$ cat src/inc/igc_pkg.sv
// Package of the interrupt global control block: register map, field positions, reset values.
// Assumes a 16-bit register port with word offsets and one 50 MHz core clock.
package igc_pkg;

	// ==========================================================
	// Register offsets
	localparam logic [3:0] TRAP_STATUS_CONTROL_1_OFS   = 4'h0;
	localparam logic [3:0] INTERRUPT_GLOBAL_CONFIG_OFS = 4'h1;
	localparam logic [3:0] EVENT_STATUS_OFS            = 4'h2;
	localparam logic [3:0] EVENT_CLEAR_OFS             = 4'h3;
	localparam logic [3:0] EVENT_ENABLE_OFS            = 4'h4;

	// ==========================================================
	// Field positions, trap_status_control_1
	localparam int STACK_FAULT_FLAG_BIT   = 2;
	localparam int OSCILLATOR_LOSS_BIT    = 1;
	// Field positions, interrupt_global_config
	localparam int GLOBAL_IRQ_ENABLE_BIT  = 15;
	localparam int IRQ_BLOCK_INSTR_BIT    = 14;
	localparam int SOFTWARE_TRAP_BIT      = 13;
	localparam int ALT_VECTOR_TABLE_BIT   = 8;
	localparam int EXT_IRQ4_FALLING_BIT   = 4;
	localparam int EXT_IRQ2_FALLING_BIT   = 2;
	localparam int EXT_IRQ1_FALLING_BIT   = 1;
	localparam int EXT_IRQ0_FALLING_BIT   = 0;
	// Event status layout: traps in the low bits, external edges above
	localparam int EVT_STACK_BIT          = 0;
	localparam int EVT_OSC_BIT            = 1;
	localparam int EVT_EXT_BASE           = 2;
	localparam int EVT_WIDTH              = 6;
	localparam int EXT_COUNT              = 4;

	// Implemented-bit masks
	localparam logic [15:0] TRAP1_MASK    = 16'h0006;
	localparam logic [15:0] CONFIG_MASK   = 16'hE117;

	// ==========================================================
	// Reset values
	localparam logic       GLOBAL_IRQ_ENABLE_RST = 1'b1;
	localparam logic [3:0] FALLING_SELECT_RST    = 4'h0;
	localparam logic [5:0] EVENT_RST             = 6'h00;

	// ==========================================================
	// Block state
	typedef struct packed {
		logic                 stackFault;
		logic                 oscLoss;
		logic                 globalIrqEnable;
		logic                 softwareTrap;
		logic                 altVector;
		logic [3:0]           fallingSelect;
		logic [EVT_WIDTH-1:0] eventStatus;
		logic [EVT_WIDTH-1:0] eventEnable;
		logic [15:0]          readData;
		logic                 irq;
		logic [3:0]           extIrqReq;
		logic                 trapReq;
	} igc_state_type;

	typedef struct packed {
		logic [2:0] sync;
		logic       level;
		logic       edgePulse;
	} igc_edge_state_type;

endpackage : igc_pkg

$ cat src/hw/igc_edge_detect.sv
// Edge detector for one external interrupt pin with selectable polarity.
// Assumes the pin is asynchronous to clock; the polarity select is on the clock domain.
`timescale 1ns/1ps
`default_nettype none

module igc_edge_detect (
	input  wire logic clock,        // Core clock
	input  wire logic sys_rst,      // Async reset, active high
	input  wire logic pin,          // Raw external pin
	input  wire logic fallingSel,   // 1 falling edge, 0 rising edge
	output var  logic edgePulse     // One-cycle pulse on selected edge
);
	import igc_pkg::*;

	igc_edge_state_type r;
	igc_edge_state_type next_r;

	always_comb begin
		next_r           = r;
		next_r.sync      = {r.sync[1:0], pin};
		next_r.edgePulse = 1'b0;
		// A change counts only once stages two and three agree
		if (r.sync[1] == r.sync[2] && r.sync[2] != r.level) begin
			next_r.level     = r.sync[2];
			next_r.edgePulse = (r.sync[2] == ~fallingSel); // RULE6
		end
	end

	always_ff @(posedge clock or posedge sys_rst) begin
		if (sys_rst) begin
			r <= '0;
		end else begin
			r <= next_r;
		end
	end

	assign edgePulse = r.edgePulse;
endmodule : igc_edge_detect

`default_nettype wire

$ cat src/hw/igc_interrupt_global_control.sv
// Global interrupt control: trap status flags, global enable, vector table select,
// external edge polarity, and a sticky event status with enable and interrupt output.
// Assumes the core sequencer gives trap events as one-cycle pulses on clock.
//
// Summary of operation
// RULE1 - Stack error trap sets the stack fault flag; it reads clear otherwise. Here a write of one to trap_status_control_1 also sets it.
// RULE2 - Oscillator failure trap sets the oscillator loss flag; it stays zero otherwise. Here a write of one to trap_status_control_1 also sets it.
// RULE3 - Unused bits of both control registers read zero and ignore writes.
// RULE4 - Global enable resets to one; cleared, it blocks interrupts but not traps.
// RULE5 - Interrupt-block status bit reads one while the blocking period is active.
// RULE6 - Edge polarity bits choose falling edge when one, rising when zero; reset zero.
// RULE7 - Alternate vector select bit chooses the alternate table, else the standard.
`timescale 1ns/1ps
`default_nettype none

module igc_interrupt_global_control #(
	parameter int EXT_PINS = 4    // External interrupt inputs 0, 1, 2, 4
) (
	input  wire logic                clock,            // Core clock, 50 MHz
	input  wire logic                sys_rst,          // Async reset, active high
	input  wire logic [3:0]          regAddr,          // Register word offset
	input  wire logic [15:0]         regWriteData,     // Write data
	input  wire logic                regWrite,         // Write strobe
	input  wire logic                regRead,          // Read strobe
	output var  logic [15:0]         regReadData,      // Read data, cycle after strobe
	input  wire logic                stackErrorTrap,   // Stack error trap event pulse
	input  wire logic                oscFailTrap,      // Oscillator failure trap event pulse
	input  wire logic                irqBlockActive,   // Blocking instruction period active
	input  wire logic [EXT_PINS-1:0] extIrqPin,        // External interrupt pins, async
	output var  logic [EXT_PINS-1:0] extIrqReq,        // Gated external interrupt pulses
	output var  logic                trapReq,          // Trap pulse, never gated
	output var  logic                globalIrqEnable,  // Global interrupt enable
	output var  logic                altVectorSelect,  // 1 alternate vector table
	output var  logic                softwareTrapReq,  // Software trap bit
	output var  logic                irq               // Level interrupt output
);
	import igc_pkg::*;

	// ==========================================================
	// State
	igc_state_type      r;
	igc_state_type      next_r;
	logic [EXT_PINS-1:0] edgePulse;
	logic [EVT_WIDTH-1:0] eventSet;
	logic [EVT_WIDTH-1:0] eventClear;
	logic [EVT_WIDTH-1:0] gateMask;
	logic                 writeTrap1;
	logic                 writeConfig;

	// ==========================================================
	// External edge detectors
	genvar gi;
	generate
		for (gi = 0; gi < EXT_PINS; gi++) begin : g_edge
			igc_edge_detect u_edge (
				.clock      (clock),
				.sys_rst    (sys_rst),
				.pin        (extIrqPin[gi]),
				.fallingSel (r.fallingSelect[gi]),
				.edgePulse  (edgePulse[gi])
			);
		end
	endgenerate

	// ==========================================================
	// Next state
	always_comb begin
		next_r      = r;
		writeTrap1  = regWrite && (regAddr == TRAP_STATUS_CONTROL_1_OFS);
		writeConfig = regWrite && (regAddr == INTERRUPT_GLOBAL_CONFIG_OFS);
		eventSet    = {edgePulse, oscFailTrap, stackErrorTrap};
		eventClear  = '0;
		if (regWrite && regAddr == EVENT_CLEAR_OFS) begin
			eventClear = regWriteData[EVT_WIDTH-1:0];
		end

		// Trap flags: software may rewrite them, a trap in the same cycle wins
		if (writeTrap1) begin
			next_r.stackFault = regWriteData[STACK_FAULT_FLAG_BIT];
			next_r.oscLoss    = regWriteData[OSCILLATOR_LOSS_BIT];
		end
		if (stackErrorTrap) begin
			next_r.stackFault = 1'b1; // RULE1
		end
		if (oscFailTrap) begin
			next_r.oscLoss = 1'b1; // RULE2
		end

		// Only implemented bits are taken; the block status bit is never stored
		if (writeConfig) begin
			next_r.globalIrqEnable  = regWriteData[GLOBAL_IRQ_ENABLE_BIT]; // RULE4
			next_r.softwareTrap     = regWriteData[SOFTWARE_TRAP_BIT];
			next_r.altVector        = regWriteData[ALT_VECTOR_TABLE_BIT]; // RULE7
			next_r.fallingSelect[3] = regWriteData[EXT_IRQ4_FALLING_BIT]; // RULE6
			next_r.fallingSelect[2] = regWriteData[EXT_IRQ2_FALLING_BIT]; // RULE6
			next_r.fallingSelect[1] = regWriteData[EXT_IRQ1_FALLING_BIT]; // RULE6
			next_r.fallingSelect[0] = regWriteData[EXT_IRQ0_FALLING_BIT]; // RULE6
		end
		if (regWrite && regAddr == EVENT_ENABLE_OFS) begin
			next_r.eventEnable = regWriteData[EVT_WIDTH-1:0];
		end

		// Sticky status: set wins over clear
		next_r.eventStatus = (r.eventStatus & ~eventClear) | eventSet;

		// Interrupts are held off by the global enable and the block period;
		// traps pass regardless, so software can mask a fault only at irq, through the event enable
		gateMask = {{EXT_COUNT{r.globalIrqEnable && !irqBlockActive}}, 2'b11}; // RULE4
		next_r.extIrqReq = (r.globalIrqEnable && !irqBlockActive) ? edgePulse : '0; // RULE4
		next_r.trapReq   = stackErrorTrap || oscFailTrap; // RULE4
		next_r.irq       = |(r.eventStatus & r.eventEnable & gateMask);

		// Read data stands for one cycle only
		next_r.readData = '0;
		if (regRead) begin
			unique case (regAddr)
				TRAP_STATUS_CONTROL_1_OFS: begin
					next_r.readData[STACK_FAULT_FLAG_BIT] = r.stackFault; // RULE1
					next_r.readData[OSCILLATOR_LOSS_BIT]  = r.oscLoss; // RULE2
				end
				INTERRUPT_GLOBAL_CONFIG_OFS: begin
					next_r.readData[GLOBAL_IRQ_ENABLE_BIT] = r.globalIrqEnable;
					next_r.readData[IRQ_BLOCK_INSTR_BIT]   = irqBlockActive; // RULE5
					next_r.readData[SOFTWARE_TRAP_BIT]     = r.softwareTrap;
					next_r.readData[ALT_VECTOR_TABLE_BIT]  = r.altVector;
					next_r.readData[EXT_IRQ4_FALLING_BIT]  = r.fallingSelect[3];
					next_r.readData[EXT_IRQ2_FALLING_BIT]  = r.fallingSelect[2];
					next_r.readData[EXT_IRQ1_FALLING_BIT]  = r.fallingSelect[1];
					next_r.readData[EXT_IRQ0_FALLING_BIT]  = r.fallingSelect[0];
				end
				EVENT_STATUS_OFS: begin
					next_r.readData[EVT_WIDTH-1:0] = r.eventStatus;
				end
				EVENT_ENABLE_OFS: begin
					next_r.readData[EVT_WIDTH-1:0] = r.eventEnable;
				end
				// Clear register is write-only; unmapped offsets read zero
				default: begin
					next_r.readData = '0; // RULE3
				end
			endcase
		end
	end

	// ==========================================================
	// Registers
	always_ff @(posedge clock or posedge sys_rst) begin
		if (sys_rst) begin
			r                 <= '0;
			r.globalIrqEnable <= GLOBAL_IRQ_ENABLE_RST; // RULE4
			r.fallingSelect   <= FALLING_SELECT_RST; // RULE6
			r.eventStatus     <= EVENT_RST;
			r.eventEnable     <= EVENT_RST;
		end else begin
			r <= next_r;
		end
	end

	assign regReadData     = r.readData;
	assign extIrqReq       = r.extIrqReq;
	assign trapReq         = r.trapReq;
	assign globalIrqEnable = r.globalIrqEnable;
	assign altVectorSelect = r.altVector;
	assign softwareTrapReq = r.softwareTrap;
	assign irq             = r.irq;
endmodule : igc_interrupt_global_control

`default_nettype wire

$ cat config.mk
export PLATFORM = sky130hd
export DESIGN_NAME = igc_interrupt_global_control
export DESIGN_NICKNAME = d
export VERILOG_FILES = /design/src/inc/igc_pkg.sv /design/src/hw/igc_edge_detect.sv /design/src/hw/igc_interrupt_global_control.sv
export SDC_FILE = /design/constraint.sdc
export NUM_CORES = 1
export LEC_CHECK = 0
export BUFFER_PORTS_ARGS = -buffer_cell sky130_fd_sc_hd__buf_2
export CORE_ASPECT_RATIO = 0.9
export CORE_MARGIN = 2
export CORE_UTILIZATION = 39
export DETAILED_ROUTE_END_ITERATION = 8
export GPL_TIMING_DRIVEN = 0
export PLACE_DENSITY = 0.64
export SLEW_MARGIN = 15
export SYNTH_ARGS = -nofsm -noshare
export SYNTH_HDL_FRONTEND = slang
export SYNTH_SLANG_ARGS = --single-unit
export TNS_END_PERCENT = 20
$ cat constraint.sdc
create_clock -name clock -period 2.6 [get_ports clock]
set_input_delay 0.13 -clock clock [delete_from_list [all_inputs] [get_ports clock]]
set_output_delay 0.13 -clock clock [all_outputs]
set_load 0.1 [all_outputs]
* Word level (Yosys, flattened, before mapping)
Index checks and enable logic that the tools add are counted.
** Cells by class
- Add/subtract/negate cells :: 0
- $mul :: 0
- Divide/modulo/power cells :: 0
- Magnitude comparators :: 0
- Eq/ne operators :: 16
- Shifts and indexed selects :: 0
- Multiplexer cells :: 17
- Bitwise logic cells :: 9
- Reduce and logical (&&, ||, !) cells :: 15
** Operators with widths (number)
- 6-bit AND :: 3
- 16-bit two-way mux :: 1
- 1-bit logical AND :: 9
- 1-bit equality test :: 8
- 4-bit by 2-bit equality test with 1-bit output (second input constant) :: 2
- 2-bit one-hot mux with 4 select lines :: 1
- 1-bit two-way mux :: 7
- 6-bit two-way mux :: 1
- 6-bit inverter :: 1
- 6-bit OR :: 1
- 1-bit one-hot mux with 3 select lines :: 2
- 6-bit OR reduction :: 1
- 4-bit by 1-bit equality test with 1-bit output (second input constant) :: 1
- 4-bit by 3-bit equality test with 1-bit output (second input constant) :: 1
- 4-bit logical NOT :: 1
- 4-bit two-way mux :: 1
- 1-bit != test :: 4
- 1-bit inverter :: 4
- 1-bit one-hot mux with 2 select lines :: 2
- 2-bit nonzero test :: 2
- 3-bit two-way mux :: 1
- 2-bit two-way mux :: 1
- 1-bit logical NOT :: 1
- 1-bit logical OR :: 1
** Storage, ports and cells
- Flip-flop bits (word level) :: 63
- Bits in latches :: 0
- Memory bits (writable) :: 0
- ROM bits :: 0
- Input port bits :: 31
- Word-level logic and storage cells :: 81
- Memories kept :: 0

* Depth between registers and ports, before layout
- Depth in word-level cells :: 6
- Mapped depth :: 5
- Depth with buffers taken out :: 3

* Modules after synthesis
A second synthesis with hierarchy kept.
** Second synthesis, totals
- Cell total of the unflattened synthesis :: 199
- Area, all modules :: 2483.6 um^2
** Modules (own cells, without submodules)
- igc_interrupt_global_control :: instances 1, cells each 155, area an instance 1823.0 um^2
- igc_edge_detect :: instances 4, cells each 11, area an instance 165.2 um^2

* Worst setup path before layout
No wires, ideal clock.
- Path type :: reg2reg
- Start point :: register, netlist name globalIrqEnable
- End point :: register r, in the netlist irq
- Arrival time :: 1.404 ns
- Required time :: 2.534 ns
- Setup slack :: 1.130 ns
- Stages on the path, launching flop included :: 4
- Buffers on the path :: 0
- Period minus slack after synthesis :: 1.470 ns
- Cell sequence :: dfstp_2 > nor2b_1 > a21boi_0 > a221o_1
** RTL lines
- end signal: assignment :: RTL line igc_interrupt_global_control.sv:155 : r <= next_r;
- end: declaration :: RTL line igc_interrupt_global_control.sv:41 : igc_state_type r;

* Final worst setup path
- Start point :: register, netlist name globalIrqEnable
- End point :: output port globalIrqEnable
** RTL lines
- end: declaration :: RTL line igc_interrupt_global_control.sv:32 : output var logic globalIrqEnable,
No word-level cell between the ends.

==> key figures <==
Placed design
  • Port buffer count: 41
  • Area post-placement: between 2000 and 3000 µm²
  • Half-perimeter wire length after placement: 3.17 mm
  • Placed cells: 322
  • Routability cong.: 0.840

Floorplanning
  • Initial Utilization: 0.402
  • IO Count: between 50 and 60
  • Die area: 6960 µm²
  • Row cnt: 27
  • Die Span Y: 79.4 µm
  • Core area: around 6100 µm²
  • Chip width: 87.7 µm

Final layout
  • Ratio of cells with drive above 1 in the final layout: 0.390
  • Antenna cells: 0
  • Fillers: around 550
  • Syn-to-layout area delta: 25.7%
  • Post-route insts no fill: 346
  • Final core utilization: 0.506
  • # nets final: around 290
  • Design area: 3090 µm²

Timing
  • Final Hold Viols: 0
  • RSZ-0062 raised after global routing: false
  • Final setup viols: 0
  • Setup TNS: 0 ps
  • Fmax achieved: ~0.7 GHz
  • Final Skew: 9.03 ps
  • Slew margin rel.: 0.590
  • Worst-margin pin slew: 614 ps
  • Crit path time final: 1430 ps
  • Tcrit/Tclk final: 0.551
  • Slew Viols, Final: 0

Pwr
  • Final Total Pwr: roughly 2.3 mW
  • Leak: 1.52 nW
  • Clk network pwr share: 0.351
  • Combinational power share: 0.196
  • Switching share of power: 0.296
  • Int Power: 1.63 mW
  • IR Drop Worst-Case VDD: a little over 0.4 mV
  • Switching pwr: 0.685 mW
  • Part of the power in registers: 0.452
  • Power Density: 748 nW/µm²

Clocking
  • CTS tree: built
  • Worst-path clk slew: approximately 60 ps
  • Num CTS Buffers: 9
  • Worst skew pair latency: 330 ps
  • CTS root buf: clkbuf_8
  • Clock sink count: 57
  • Clock tree buffer depth: 2
  • H-tree depth: 3
  • # resized after CTS: 0
  • Post-CTS Setup Bufs: 0

Critical path
  • Worst r2r path cells: 3
  • CP endpoint kind: primary output
  • Reg2reg start: globalIrqEnable$_DFFE_PP1P_
  • CP max-delay cell: dfstp_2
  • CP Cell Sequence: buf_2
  • CP Launch Type: register
  • Critical path data arrival time: 1300 ps
  • Data required time of the worst path: 2470 ps
  • CP Max Fanout: 4
  • Worst reg2reg path endpoint: irq$_DFF_PP0_
  • Setup CP Type: register to primary output
  • CP top delay family: flip-flops
  • Worst reg-to-reg setup slack: 1210 ps
  • Worst path max stage delay: 550 ps
  • Critical path buffers and inverters: 1

Global routing
  • Busiest grt layer: met2
  • Global Route Usage Sum: 0.150
  • Routing usage on met2: 0.214
  • Initial antenna violation count: 0
  • Grt total ovfl: 0
  • First-pass GRT wire length: approximately 7.6 mm
  • GRT met1 Usage: 0.196
  • Vias in the first global route: 1561
  • Met3 global-route usage: 0.0769
  • Largest net degree at the start of global routing: 30

Yosys
  • Asr flop ratio synth: 1.00
  • Post-synth top area share: 0.569
  • Mapped Cells: 188
  • Mapped Area: about 2500 µm²
  • Ys Warns: 0
  • Largest area contributor in the netlist: dfrtp_1
  • Synth Register Bits: 57
  • Main area contributors after synthesis: dfrtp_1, mux2_4, buf_4
  • EDFF count, synth: 0
  • Cell variety after synth: 38
  • Primary FF master, synth: dfrtp_1
  • Post-synthesis sequential area ratio: 0.580
  • Avg Cell Area, Syn: 13.1 µm²

Status
  • Run status: finished clean

Worst hold path
  • HP Start: regWriteData[8]
  • Hold Path Sink: altVectorSelect$_DFFE_PP0P_
  • Hold Path Cell Cnt: 2
  • HP Class: input port to register

Route
  • Starting DRT DRC Count: 88
  • DR pass1 iterations: 4
  • WL/cell: 12.9 µm
  • Routed vias/inst: 4.58
  • Routed WL: 4.45 mm
  • Post-route ant nets: 0
  • DR DRC count: 0
  • Total number of vias: 1584

Run
  • Max Cap Viol: 0
==> flip-flops by register name, summed over array words and instances (netlist names) <==
signal                   count
r                           18
regReadData                 10
g_edge.u_edge.next_r         8
g_edge.u_edge.r              8
extIrqReq                    4
g_edge.u_edge.edgePulse      4
altVectorSelect              1
globalIrqEnable              1
irq                          1
softwareTrapReq              1
trapReq                      1
==> per-stage QoR <==
step | worst slack (ps) | hold WS [ps]
after detailed placement | 1130 | 236
after global routing | 1070 | 5.20
final | 1170 | 37.4
after floorplan | 1070 | 161
after CTS | 1150 | 10.9
after global placement | 423 | 238
==> cell usage after synthesis (3+ instances only) <==
library cell	instances
dfrtp_1	56
and2_1	8
a21o_1	6
a211o_1	5
and3_1	3
or4bb_1	4
nor2b_1	5
a21oi_1	7
nand2_1	7
buf_4	21
nor2_1	6
nand3b_1	6
mux2_4	13
a22oi_1	4
nand3_1	8
==> power groups by stage <==
stage	Sequential [mW]	Combinational, mW	Clock, mW
after global placement	1.06	0.439	0
after floorplan	1.16	0.248	0
after CTS	1.05	0.455	0.843
final	1.05	0.454	0.813
after global routing	1.06	0.482	0.892
after detailed placement	1.06	0.447	0
==> layout by cell type (no fill, tap or decap), types with 2 or more instances in the layout <==
cell,count
clkbuf_1,3
a21o_1,6
nand2_4,2
clkbuf_8,11
dlygate4sd3_1,8
a211o_1,5
a21oi_1,7
nor2_1,6
dfrtp_1,56
clkinv_2,2
mux2_4,13
nand3_1,8
nor2b_1,5
o31ai_1,2
nand2_1,7
nand3b_1,6
and2_1,8
buf_2,43
and3_1,3
or4_1,2
or4bb_1,4
maj3_1,2
mux2i_1,2
a22oi_1,4
buf_4,21
conb_1,6
==> final cells by class <==
cell class / instances / area (µm²) / area share
timing repair buffer: 50 / 305 / 0.0987
buffer: 25 / 183 / 0.0591
sequential: 57 / 1430 / 0.462
inverter: 1 / 3.75 / 0.00121
clock buffer: 13 / 159 / 0.0514
multi-input combinational: 110 / 866 / 0.280
clock inverter: 3 / 40.0 / 0.0129
tap: 87 / 109 / 0.0352
==> per-layer routing <==
| metal | wire [µm] | up-vias | part of all wire |
|---|---|---|---|
| li1 | - | 777 | - |
| met1 | 2130 | 754 | 0.48 |
| met2 | 1980 | 51 | 0.44 |
| met3 | 315 | 2 | 0.071 |
| met4 | 24 | 0 | 0.0054 |
| met5 | 0 | - | 0 |
==> cells by family after synthesis <==
kind of cell | share of synthesized area
compound gates | 0.0869
fa+ha+maj | 0.00813
buf+inv | 0.0757
flops | 0.580
mux | 0.0874
other cells | 0.00152
simple gates | 0.160
==> worst max-delay path by stage <==
stage / endpoint / cells past startpoint / start
2_1_floorplan: altVectorSelect$_DFFE_PP0P_ / 1 / sys_rst
3_3_place_gp: irq$_DFF_PP0_ / 2 / sys_rst
4_1_cts: globalIrqEnable / 1 / globalIrqEnable$_DFFE_PP1P_
5_1_grt: irq$_DFF_PP0_ / 3 / globalIrqEnable$_DFFE_PP1P_
6_report: globalIrqEnable / 1 / globalIrqEnable$_DFFE_PP1P_
3_5_place_dp: altVectorSelect$_DFFE_PP0P_ / 4 / regAddr[2]
==> what timing repair did <==
action,4_1_cts,5_1_grt
endpoints found under the setup margin,0,0
hold endpoints to repair,33,1
hold buffers,7,1
No activity file was read; power rests on OpenSTA's default activity.
